## config.mk

```make
export PLATFORM = sky130hd
export DESIGN_NAME = gfm_top
export DESIGN_NICKNAME = d
export VERILOG_FILES = /design/src/hdl/gfm_pkg.sv /design/src/hdl/gfm_top.sv
export SDC_FILE = /design/constraint.sdc
export NUM_CORES = 2
export LEC_CHECK = 0
export ABC_AREA = 1
export BUFFER_PORTS_ARGS = -buffer_cell sky130_fd_sc_hd__buf_4
export CAP_MARGIN = 20
export CELL_PAD_IN_SITES_DETAIL_PLACEMENT = 1
export CELL_PAD_IN_SITES_GLOBAL_PLACEMENT = 2
export CORE_ASPECT_RATIO = 0.6
export CORE_MARGIN = 2
export CORE_UTILIZATION = 40
export CTS_BUF_LIST = sky130_fd_sc_hd__clkbuf_8
export DETAILED_ROUTE_END_ITERATION = 8
export PLACE_DENSITY_LB_ADDON = 0.1
export SYNTH_ARGS = -nofsm -noshare
export SYNTH_HDL_FRONTEND = slang
export SYNTH_SLANG_ARGS = --single-unit
```

## constraint.sdc

```tcl
create_clock -name clock_in -period 17.8 [get_ports clock_in]
set_input_delay 3.56 -clock clock_in [delete_from_list [all_inputs] [get_ports clock_in]]
set_output_delay 3.56 -clock clock_in [all_outputs]
set_load 0.05 [all_outputs]
```

## src/hdl/gfm_pkg.sv

```systemverilog
// Constants, register map and carrier types of the genset fault monitor.
package gfm_pkg;
	// ****************************************
	// Clock and timing
	// ****************************************
	localparam int CLK_HZ = 25_000_000;
	localparam int TICK_US = 1000;
	localparam int TICK_CYCLES_DEF = CLK_HZ / 1_000_000 * TICK_US;
	localparam int ECU_TIMEOUT_MS = 3000;
	localparam int BTN_HOLD_MS = 5000;
	localparam logic [15:0] ECU_TICKS = 16'(ECU_TIMEOUT_MS * 1000 / TICK_US);
	localparam logic [15:0] BTN_TICKS = 16'(BTN_HOLD_MS * 1000 / TICK_US);
	// ****************************************
	// Register map (byte addresses)
	// ****************************************
	localparam logic [7:0] OFS_STATUS = 8'h00;
	localparam logic [7:0] OFS_ALARM = 8'h04;
	localparam logic [7:0] OFS_CFG0 = 8'h08;
	localparam int NCFG = 11;
	localparam int C_MASK = 0;
	localparam int C_ACTION = 1;
	localparam int C_LIM_CHG = 2;
	localparam int C_LIM_UNB = 3;
	localparam int C_LIM_OC = 4;
	localparam int C_LIM_CCUT = 5;
	localparam int C_START_N = 6;
	localparam int C_T_STOP = 7;
	localparam int C_T_HOLD = 8;
	localparam int C_T_VFAIL = 9;
	localparam int C_T_SPD = 10;
	localparam logic [NCFG-1:0][15:0] CFG_RST = {
		16'h000a, 16'h000a, 16'h03e8, 16'h2710, 16'h0003, 16'h0064,
		16'h0100, 16'h0020, 16'h0010, 16'h0000, 16'h0000};
	localparam logic [1:0] RESP_OK = 2'b00;
	localparam logic [1:0] RESP_SLVERR = 2'b10;
	// ****************************************
	// Alarm bits, timers and action fields
	// ****************************************
	localparam int NA = 10;
	localparam int A_FSTOP = 0;
	localparam int A_FSTART = 1;
	localparam int A_CHG = 2;
	localparam int A_ECU = 3;
	localparam int A_VUB = 4;
	localparam int A_CUB = 5;
	localparam int A_OC = 6;
	localparam int A_SPD = 7;
	localparam int A_SVC = 8;
	localparam int A_SVCDONE = 9;
	localparam int NT = 6;
	localparam int T_STOP = 0;
	localparam int T_VUB = 1;
	localparam int T_CUB = 2;
	localparam int T_OC = 3;
	localparam int T_SPD = 4;
	localparam int T_ECU = 5;
	localparam int ACT_CUB_LSB = 0;
	localparam int ACT_OC_LSB = 2;
	localparam int ACT_SPD_LSB = 4;
	// Inverse-time trip ticks, index grows with the current excess.
	localparam int IDMT_SHIFT = 4;
	localparam logic [7:0][15:0] IDMT_TRIP = {16'h0032, 16'h0064,
		16'h00c8, 16'h01f4, 16'h03e8, 16'h09c4, 16'h1388, 16'h2710};
	// ****************************************
	// Types
	// ****************************************
	typedef enum logic [1:0] {
		ACT_NONE = 2'b00,
		ACT_WARN = 2'b01,
		ACT_UNLOAD = 2'b10,
		ACT_SHUT = 2'b11
	} gfm_act_e;
	typedef struct packed {
		logic [2:0][15:0] volt;
		logic [2:0][15:0] curr;
		logic [15:0] charge;
		logic [15:0] speed;
	} gfm_meas_s;
	typedef struct packed {
		logic running;
		logic stop_cmd;
		logic crank_end;
		logic fuel_on;
		logic ecu_msg;
		logic [3:0] svc_expired;
		logic [1:0] button;
	} gfm_flag_s;
	typedef struct packed {
		logic warning;
		logic unload;
		logic shutdown;
	} gfm_resp_s;
endpackage

```

## src/hdl/gfm_top.sv

```systemverilog
// Genset fault monitor: limit checks, alarm timers and AXI4-Lite registers.
//
// Local design decisions: the register addresses and register access over AXI4-Lite.
`timescale 1ns/10ps
`default_nettype none
// Overview of operation
// - Stop timer expired, still running: fail-to-stop.
// - Start attempts exhausted, not running: fail-to-start.
// - Charge voltage below limit raises alarm.
// - Charge and unbalance checks wait for holdoff.
// - ECU silent three seconds raises alarm.
// - ECU check only while fuel is on.
// - Phase voltage off mean too long: alarm.
// - Phase current off mean too long: alarm.
// - Overcurrent held for inverse time: alarm.
// - Currents back below limit abandon detection.
// - Current unbalance and overcurrent actions are programmable.
// - Speed below crank cut too long: alarm.
// - Speed loss action has own setting.
// - Any expired service counter raises alarm.
// - Both buttons held five seconds reset counters.
module gfm_top
	import gfm_pkg::*;
#(
	parameter int TICK_CYCLES = TICK_CYCLES_DEF
)(
	input wire logic clock_in,
	input wire logic reset_in,
	input wire logic ce_in,
	input wire logic [7:0] s_axi_awaddr,
	input wire logic s_axi_awvalid,
	output logic s_axi_awready,
	input wire logic [31:0] s_axi_wdata,
	input wire logic [3:0] s_axi_wstrb,
	input wire logic s_axi_wvalid,
	output logic s_axi_wready,
	output logic [1:0] s_axi_bresp,
	output logic s_axi_bvalid,
	input wire logic s_axi_bready,
	input wire logic [7:0] s_axi_araddr,
	input wire logic s_axi_arvalid,
	output logic s_axi_arready,
	output logic [31:0] s_axi_rdata,
	output logic [1:0] s_axi_rresp,
	output logic s_axi_rvalid,
	input wire logic s_axi_rready,
	input wire gfm_meas_s meas_in,
	input wire gfm_flag_s flags_in,
	output logic [NA-1:0] alarm_out,
	output gfm_resp_s resp_out,
	output logic svc_reset_out,
	output logic display_done_out,
	output logic irq_out
);
	// ****************************************
	// Functions
	// ****************************************
	// True when any phase departs from the mean by more than the limit.
	// Compared at three times scale so no divider is needed.
	function automatic logic unbal(input logic [2:0][15:0] ph,
		input logic [15:0] lim);
		logic [17:0] sum;
		logic [17:0] x3;
		logic hit;
		sum = 18'(ph[0]) + 18'(ph[1]) + 18'(ph[2]);
		hit = 1'b0;
		for (int k = 0; k < 3; k++)
		begin
			x3 = 18'(ph[k]) * 18'd3;
			if (x3 > sum)
				hit = hit | ((x3 - sum) > 18'(lim) * 18'd3);
			else
				hit = hit | ((sum - x3) > 18'(lim) * 18'd3);
		end
		return hit;
	endfunction

	// Index of a configuration register, valid flag in the top bit.
	function automatic logic [4:0] cfg_dec(input logic [7:0] addr);
		logic [7:0] rel;
		rel = addr - OFS_CFG0;
		if (addr >= OFS_CFG0 && rel[1:0] == 2'b00 && rel[7:2] < 6'(NCFG))
			return {1'b1, rel[5:2]};
		return 5'h00;
	endfunction

	// Maps a response setting onto the three response lines.
	function automatic gfm_resp_s act_map(input logic [1:0] a);
		gfm_resp_s r;
		r.warning = (gfm_act_e'(a) == ACT_WARN);
		r.unload = (gfm_act_e'(a) == ACT_UNLOAD);
		r.shutdown = (gfm_act_e'(a) == ACT_SHUT);
		return r;
	endfunction

	// ****************************************
	// Declarations
	// ****************************************
	logic [NCFG-1:0][15:0] cfg, next_cfg;
	logic [NA-1:0] status, next_status;
	logic [NA-1:0] alarm_q, next_alarm;
	logic [15:0] pre, next_pre;
	logic tick;
	logic [15:0] hold_cnt, next_hold_cnt;
	logic checks_ok;
	logic [3:0] attempts, next_attempts;
	logic [15:0] btn_cnt, next_btn_cnt;
	logic btn_done, next_btn_done;
	logic svc_pulse, next_svc_pulse;
	logic both_btn;
	logic [NT-1:0] t_cond;
	logic [NT-1:0][15:0] t_lim;
	logic [15:0] t_cnt [NT];
	logic [NT-1:0] t_fire;
	logic [15:0] imax;
	logic oc_over;
	logic [15:0] oc_excess;
	logic [15:0] oc_idx;
	gfm_resp_s next_resp;
	logic aw_hold, next_aw_hold;
	logic w_hold, next_w_hold;
	logic [7:0] aw_addr, next_aw_addr;
	logic [31:0] w_data, next_w_data;
	logic [3:0] w_strb, next_w_strb;
	logic bvalid, next_bvalid;
	logic [1:0] bresp, next_bresp;
	logic rvalid, next_rvalid;
	logic [1:0] rresp, next_rresp;
	logic [31:0] rdata, next_rdata;
	logic [4:0] wdec, rdec;
	logic rd_take;

	// ****************************************
	// Tick, holdoff, attempts and buttons
	// ****************************************
	// A one-millisecond tick drives every programmable timer, so the
	// timers stay narrow at the cost of one tick of granularity.
	assign tick = (pre == 16'(TICK_CYCLES - 1));
	assign both_btn = &flags_in.button;
	assign checks_ok = flags_in.running && hold_cnt >= cfg[C_T_HOLD];

	always_comb
	begin
		next_pre = tick ? 16'h0000 : pre + 16'h0001;
		next_hold_cnt = hold_cnt;
		if (!flags_in.running)
			next_hold_cnt = 16'h0000;
		else if (tick && hold_cnt < cfg[C_T_HOLD])
			next_hold_cnt = hold_cnt + 16'h0001;
		next_attempts = attempts;
		if (flags_in.running)
			next_attempts = 4'h0;
		else if (flags_in.crank_end && attempts != 4'hf)
			next_attempts = attempts + 4'h1;
		next_btn_cnt = btn_cnt;
		next_btn_done = btn_done;
		next_svc_pulse = 1'b0;
		if (!both_btn)
		begin
			next_btn_cnt = 16'h0000;
			next_btn_done = 1'b0;
		end
		else if (tick && !btn_done)
		begin
			next_btn_cnt = btn_cnt + 16'h0001;
			if (btn_cnt + 16'h0001 >= BTN_TICKS)
			begin
				next_btn_done = 1'b1;
				next_svc_pulse = 1'b1;
			end
		end
	end

	always_ff @(posedge clock_in)
	begin
		if (reset_in)
		begin
			pre <= 16'h0000;
			hold_cnt <= 16'h0000;
			attempts <= 4'h0;
			btn_cnt <= 16'h0000;
			btn_done <= 1'b0;
			svc_pulse <= 1'b0;
		end
		else if (ce_in)
		begin
			pre <= next_pre;
			hold_cnt <= next_hold_cnt;
			attempts <= next_attempts;
			btn_cnt <= next_btn_cnt;
			btn_done <= next_btn_done;
			svc_pulse <= next_svc_pulse;
		end
	end

	// ****************************************
	// Duration timers
	// ****************************************
	// overcurrent pending only while a phase is over
	assign imax = (meas_in.curr[0] > meas_in.curr[1]) ?
		((meas_in.curr[0] > meas_in.curr[2]) ? meas_in.curr[0] :
		meas_in.curr[2]) : ((meas_in.curr[1] > meas_in.curr[2]) ?
		meas_in.curr[1] : meas_in.curr[2]);
	assign oc_over = imax > cfg[C_LIM_OC];
	assign oc_excess = oc_over ? imax - cfg[C_LIM_OC] : 16'h0000;
	assign oc_idx = oc_excess >> IDMT_SHIFT;

	always_comb
	begin
		// stop timer runs while a stop is commanded
		t_cond[T_STOP] = flags_in.stop_cmd;
		t_lim[T_STOP] = cfg[C_T_STOP];
		t_cond[T_VUB] = checks_ok && unbal(meas_in.volt, cfg[C_LIM_UNB]);
		t_lim[T_VUB] = cfg[C_T_VFAIL];
		t_cond[T_CUB] = checks_ok && unbal(meas_in.curr, cfg[C_LIM_UNB]);
		t_lim[T_CUB] = cfg[C_T_VFAIL];
		t_cond[T_OC] = oc_over;
		t_lim[T_OC] = IDMT_TRIP[(oc_idx > 16'h0007) ? 3'h7 : oc_idx[2:0]];
		t_cond[T_SPD] = flags_in.running && meas_in.speed < cfg[C_LIM_CCUT];
		t_lim[T_SPD] = cfg[C_T_SPD];
		// silence counted only with fuel on
		t_cond[T_ECU] = flags_in.fuel_on && !flags_in.ecu_msg;
		t_lim[T_ECU] = ECU_TICKS;
	end

	for (genvar g = 0; g < NT; g++)
	begin : g_tmr
		logic [15:0] next_cnt;
		assign t_fire[g] = t_cond[g] && t_cnt[g] >= t_lim[g];
		always_comb
		begin
			next_cnt = t_cnt[g];
			if (!t_cond[g])
				next_cnt = 16'h0000;
			else if (tick && t_cnt[g] != 16'hffff)
				next_cnt = t_cnt[g] + 16'h0001;
		end
		always_ff @(posedge clock_in)
		begin
			if (reset_in)
				t_cnt[g] <= 16'h0000;
			else if (ce_in)
				t_cnt[g] <= next_cnt;
		end
	end

	// ****************************************
	// Alarms, responses and status
	// ****************************************
	always_comb
	begin
		next_alarm = '0;
		next_alarm[A_FSTOP] = t_fire[T_STOP] && flags_in.running;
		next_alarm[A_FSTART] = !flags_in.running &&
			cfg[C_START_N] != 16'h0000 && 16'(attempts) >= cfg[C_START_N];
		next_alarm[A_CHG] = checks_ok && meas_in.charge < cfg[C_LIM_CHG];
		next_alarm[A_ECU] = t_fire[T_ECU];
		next_alarm[A_VUB] = t_fire[T_VUB];
		next_alarm[A_CUB] = t_fire[T_CUB];
		next_alarm[A_OC] = t_fire[T_OC];
		next_alarm[A_SPD] = t_fire[T_SPD];
		next_alarm[A_SVC] = |flags_in.svc_expired;
		next_alarm[A_SVCDONE] = next_svc_pulse;
		// Fixed responses first; programmable ones are ORed on top.
		next_resp.warning = next_alarm[A_CHG] || next_alarm[A_SVC];
		next_resp.unload = 1'b0;
		next_resp.shutdown = next_alarm[A_FSTOP] || next_alarm[A_FSTART] ||
			next_alarm[A_ECU] || next_alarm[A_VUB];
		if (next_alarm[A_CUB])
			next_resp = next_resp | act_map(cfg[C_ACTION][ACT_CUB_LSB +: 2]);
		if (next_alarm[A_OC])
			next_resp = next_resp | act_map(cfg[C_ACTION][ACT_OC_LSB +: 2]);
		if (next_alarm[A_SPD])
			next_resp = next_resp | act_map(cfg[C_ACTION][ACT_SPD_LSB +: 2]);
		// A read clears the status, but an alarm present wins the cycle.
		next_status = status;
		if (rd_take && s_axi_araddr == OFS_STATUS)
			next_status = '0;
		next_status = next_status | alarm_q;
	end

	always_ff @(posedge clock_in)
	begin
		if (reset_in)
		begin
			alarm_q <= '0;
			resp_out <= '0;
			status <= '0;
		end
		else if (ce_in)
		begin
			alarm_q <= next_alarm;
			resp_out <= next_resp;
			status <= next_status;
		end
	end

	assign alarm_out = alarm_q;
	assign svc_reset_out = svc_pulse;
	assign display_done_out = svc_pulse;
	assign irq_out = |(status & cfg[C_MASK][NA-1:0]);

	// ****************************************
	// AXI4-Lite slave
	// ****************************************
	assign s_axi_awready = !aw_hold;
	assign s_axi_wready = !w_hold;
	assign s_axi_arready = !rvalid;
	assign s_axi_bvalid = bvalid;
	assign s_axi_bresp = bresp;
	assign s_axi_rvalid = rvalid;
	assign s_axi_rresp = rresp;
	assign s_axi_rdata = rdata;
	assign rd_take = ce_in && s_axi_arvalid && !rvalid;
	assign wdec = cfg_dec(aw_addr);
	assign rdec = cfg_dec(s_axi_araddr);

	// Address and data are caught independently; the write is done once
	// both are held and the previous response has been accepted.
	always_comb
	begin
		next_aw_hold = aw_hold;
		next_aw_addr = aw_addr;
		next_w_hold = w_hold;
		next_w_data = w_data;
		next_w_strb = w_strb;
		next_bvalid = bvalid && !s_axi_bready;
		next_bresp = bresp;
		next_cfg = cfg;
		if (s_axi_awvalid && !aw_hold)
		begin
			next_aw_hold = 1'b1;
			next_aw_addr = s_axi_awaddr;
		end
		if (s_axi_wvalid && !w_hold)
		begin
			next_w_hold = 1'b1;
			next_w_data = s_axi_wdata;
			next_w_strb = s_axi_wstrb;
		end
		if (aw_hold && w_hold && !bvalid)
		begin
			next_aw_hold = 1'b0;
			next_w_hold = 1'b0;
			next_bvalid = 1'b1;
			next_bresp = wdec[4] ? RESP_OK : RESP_SLVERR;
			if (wdec[4])
			begin
				for (int b = 0; b < 2; b++)
					if (w_strb[b])
						next_cfg[wdec[3:0]][b*8 +: 8] = w_data[b*8 +: 8];
			end
		end
		next_rvalid = rvalid && !s_axi_rready;
		next_rresp = rresp;
		next_rdata = rdata;
		if (rd_take)
		begin
			next_rvalid = 1'b1;
			next_rresp = RESP_OK;
			next_rdata = 32'h0000_0000;
			if (s_axi_araddr == OFS_STATUS)
				next_rdata[NA-1:0] = status;
			else if (s_axi_araddr == OFS_ALARM)
				next_rdata[NA-1:0] = alarm_q;
			else if (rdec[4])
				next_rdata[15:0] = cfg[rdec[3:0]];
			else
				next_rresp = RESP_SLVERR;
		end
	end

	always_ff @(posedge clock_in)
	begin
		if (reset_in)
		begin
			aw_hold <= 1'b0;
			aw_addr <= 8'h00;
			w_hold <= 1'b0;
			w_data <= 32'h0000_0000;
			w_strb <= 4'h0;
			bvalid <= 1'b0;
			bresp <= RESP_OK;
			rvalid <= 1'b0;
			rresp <= RESP_OK;
			rdata <= 32'h0000_0000;
			cfg <= CFG_RST;
		end
		else if (ce_in)
		begin
			aw_hold <= next_aw_hold;
			aw_addr <= next_aw_addr;
			w_hold <= next_w_hold;
			w_data <= next_w_data;
			w_strb <= next_w_strb;
			bvalid <= next_bvalid;
			bresp <= next_bresp;
			rvalid <= next_rvalid;
			rresp <= next_rresp;
			rdata <= next_rdata;
			cfg <= next_cfg;
		end
	end
endmodule
`default_nettype wire

```

==> impl_metrics.tcl <==
set metrics [dict create \
    synth.top_cell.area_share 0.2072 \
    power_density_mw_per_mm2 141.1 \
    tns_ns 0 \
    placed_area_mm2 0.04989 \
    synth_edf_count 96 \
    port_buffers 219 \
    clock_latency_ns 0.71 \
    worst_pin_slew_ns 1.223 \
    finalHoldViolCount 0 \
    ys_types 58 \
    crit_top_cell "nand2_1" \
    ir_drop_uv 51.72 \
    dieArea_mm2 0.1196 \
    fin_worst_skew_ns 0.02217 \
    grt_util_all_layers 0.3166 \
    crit_path_start "meas_in[33]" \
    synth_top_cells_by_area "ha_1 21%, dfxtp_1 13%, nand2_1 11%" \
    cp-start-kind "input pin" \
    finalSetupViolations 0 \
    die_y_um 268.6 \
    totalWireLength_mm 194.7 \
    io-pin-count 256 \
    postSynthRegisterBits 396 \
    fmax_mhz 91.28 \
    slew_headroom 0.1847 \
    syn-cell-area_mm2 0.04669 \
    ctsHoldBuffers 0 \
    fin_crit_ns 10.96 \
    overflow 0 \
    required_ns 18.14 \
    drv_slew 0 \
    p_leak_nw 24.65 \
    cts_buffer_depth 3 \
    synth_async_sr_flop_share 0 \
    drive_gt1_frac 0.05868 \
    seq_area_frac_synth 0.1904 \
    routed-via-count 48160 \
    htree_levels 2 \
    timing.rr.start "cfg[50]$_SDFFE_PP0P_" \
    dr.pass1.iters 5 \
    grt_pass1_vias 46370 \
    numClockSinks 396 \
    syn_inst 6863 \
    gp_congestion 0.9559 \
    grt_setup_unrepaired "false" \
    numCtsBuffers 57 \
    wl_per_cell_um 22.71 \
    slowest_stage "xor2_1" \
    cap_violations 0 \
    start_util 0.4015 \
    critPathMaxFanout 18 \
    whs_ns 0.4490 \
    coreArea_mm2 0.1163 \
    cts.clk_slew.worst_paths_ns 0.07 \
    yosys.area.top_type "ha_1" \
    postCtsSetupRepairBufs 0 \
    endpoint_kind "flip-flop" \
    grt_pass1_wl_mm 290.2 \
    cts_root_buf "clkbuf_8" \
    hp-start "pre[14]$_SDFFE_PP0P_" \
    outcome "completed" \
    cts_tree "built" \
    worst_hold_path_type "reg -> reg" \
    antenna_found_initial 6 \
    yosys_warnings 0 \
    grt_max_degree 84 \
    syn_to_final_growth_pct 9.820 \
    via_per_inst 5.616 \
    avgSynthCellArea_um2 6.803 \
    remaining_drc_errors 0 \
    std_cell_rows 97 \
    power.total_mw 7.233 \
    period_share 0.6155 \
    worstPathArrival_ns 11.30 \
    critPathKind "in -> reg" \
    drt_first_iter_violations 4525 \
    hpwl_mm 159.3 \
    stdcell_area_mm2 0.05127 \
    slowest_delay_ns 0.79 \
    fp.dieW_um 445.1 \
    synth_flop_cell "dfxtp_1" \
    antenna_left 0 \
    cts_resized 0 \
    fin_nets 8015 \
]
==> synthesized netlist by cell type (9+ instances only) <==
cell type  instances
o2111ai_1         12
inv_2             15
a211oi_1          28
a21oi_1          826
a21o_1            32
nor3_1           125
o221ai_1          25
nand2_1         1315
nand4_1          116
xor2_1           302
ha_1             773
o21a_1            30
inv_1           1006
or2_2             13
dfxtp_1          300
o21ai_1           29
o21ai_0          416
nand3b_1           9
xnor2_1           61
clkbuf_1         148
nor2_1           492
fa_1              53
a21boi_0          25
nor4_1            27
a31oi_1           25
buf_2             30
o21bai_1          45
o31ai_1           12
buf_4             21
nand3_1          314
edfxtp_1          96
o211ai_1          57
nor3b_1           12
==> layout make-up <==
type,count,area [um^2]
fill,15060,65000
clock buffer,73,1005
clock inverter,34,339.1
inverter,1026,3854
timing repair buffer,261,1971
antenna,2,5.005
tap,1534,1919
sequential,396,8889
multi-input combinational,5248,33290
==> registers in the layout, summed over array words and instances (netlist names), 3 cells and up <==
| name | cells |
|---|---|
| alarm_out | 9 |
| attempts | 4 |
| aw_addr | 8 |
| btn_cnt | 16 |
| cfg | 176 |
| hold_cnt | 16 |
| pre | 16 |
| resp_out | 3 |
| s_axi_rdata | 16 |
| status | 10 |
| t_cnt | 96 |
| w_data | 16 |
==> power breakdown <==
group | switching, mW | leakage, nW | internal [mW]
Clock | 0.430 | 0.737 | 0.472
Sequential | 0.0355 | 3.47 | 0.944
Combinational | 3.53 | 20.4 | 1.82
==> critical path: cells and delay by family <==
family / cells / cell delay (ns)
AOI/OAI and AO/OA: 6 / 1.02
xor gates and xnor gates: 2 / 0.99
adders and majority gates: 5 / 2.06
buffers and inverters: 5 / 1.17
and+or+nand+nor: 15 / 2.41
==> cells in the final DEF, fill, tap and decap left out, types with 32 or more instances in the layout <==
cell,Yosys,routed
buf_4,21,258
o21ai_0,416,416
inv_1,1006,1021
nor2_1,492,492
nand3_1,314,314
fa_1,53,53
dfxtp_1,300,300
a21o_1,32,32
o211ai_1,57,57
ha_1,773,773
clkbuf_8,0,73
nor3_1,125,125
xor2_1,302,293
xnor2_1,61,56
nand4_1,116,116
a21oi_1,826,825
o21bai_1,45,45
nand2_1,1315,1315
edfxtp_1,96,96
==> routing by layer <==
| metal | part of all wire | global-route usage | wire, um |
|---|---|---|---|
| met4 | 0.014 | 0.04508 | 2761 |
| met1 | 0.53 | 0.5128 | 102700 |
| met2 | 0.38 | 0.4365 | 74530 |
| met5 | 0.00011 | 0 | 22 |
| met3 | 0.076 | 0.04771 | 14740 |
==> cell families after synthesis <==
group           count (synthesis)  share of synthesized area
simple gates                 2444                     0.2199
compound gates               1596                     0.1894
buf+inv                      1236                     0.1019
fa+ha+maj                     826                     0.2299
flops                         396                     0.1904
xor+xnor                      364                    0.06845
other cells                     1                 0.00008032
==> worst paths after layout <==
check | endpoint | slack (ns) | cells after the start
max | t_cnt[2][0]$_SDFFCE_PN0P_ | 6.84 | 33
min | pre[14]$_SDFFE_PP0P_ | 0.45 | 2
max reg2reg | t_cnt[1][4]$_SDFFCE_PN0P_ | 11.13 | 20
min reg2reg | pre[14]$_SDFFE_PP0P_ | 0.45 | 2
==> stage by stage <==
step,utilization,std cells,setup WS (ns)
after floorplan,-,6880,8.674
after global placement,0.4291,8462,6.485
after detailed placement,0.4291,8462,6.349
after CTS,0.4406,8569,7.099
after global routing,0.4409,8573,6.591
final,0.4410,8574,6.844
No activity file was read; power rests on OpenSTA's default activity.
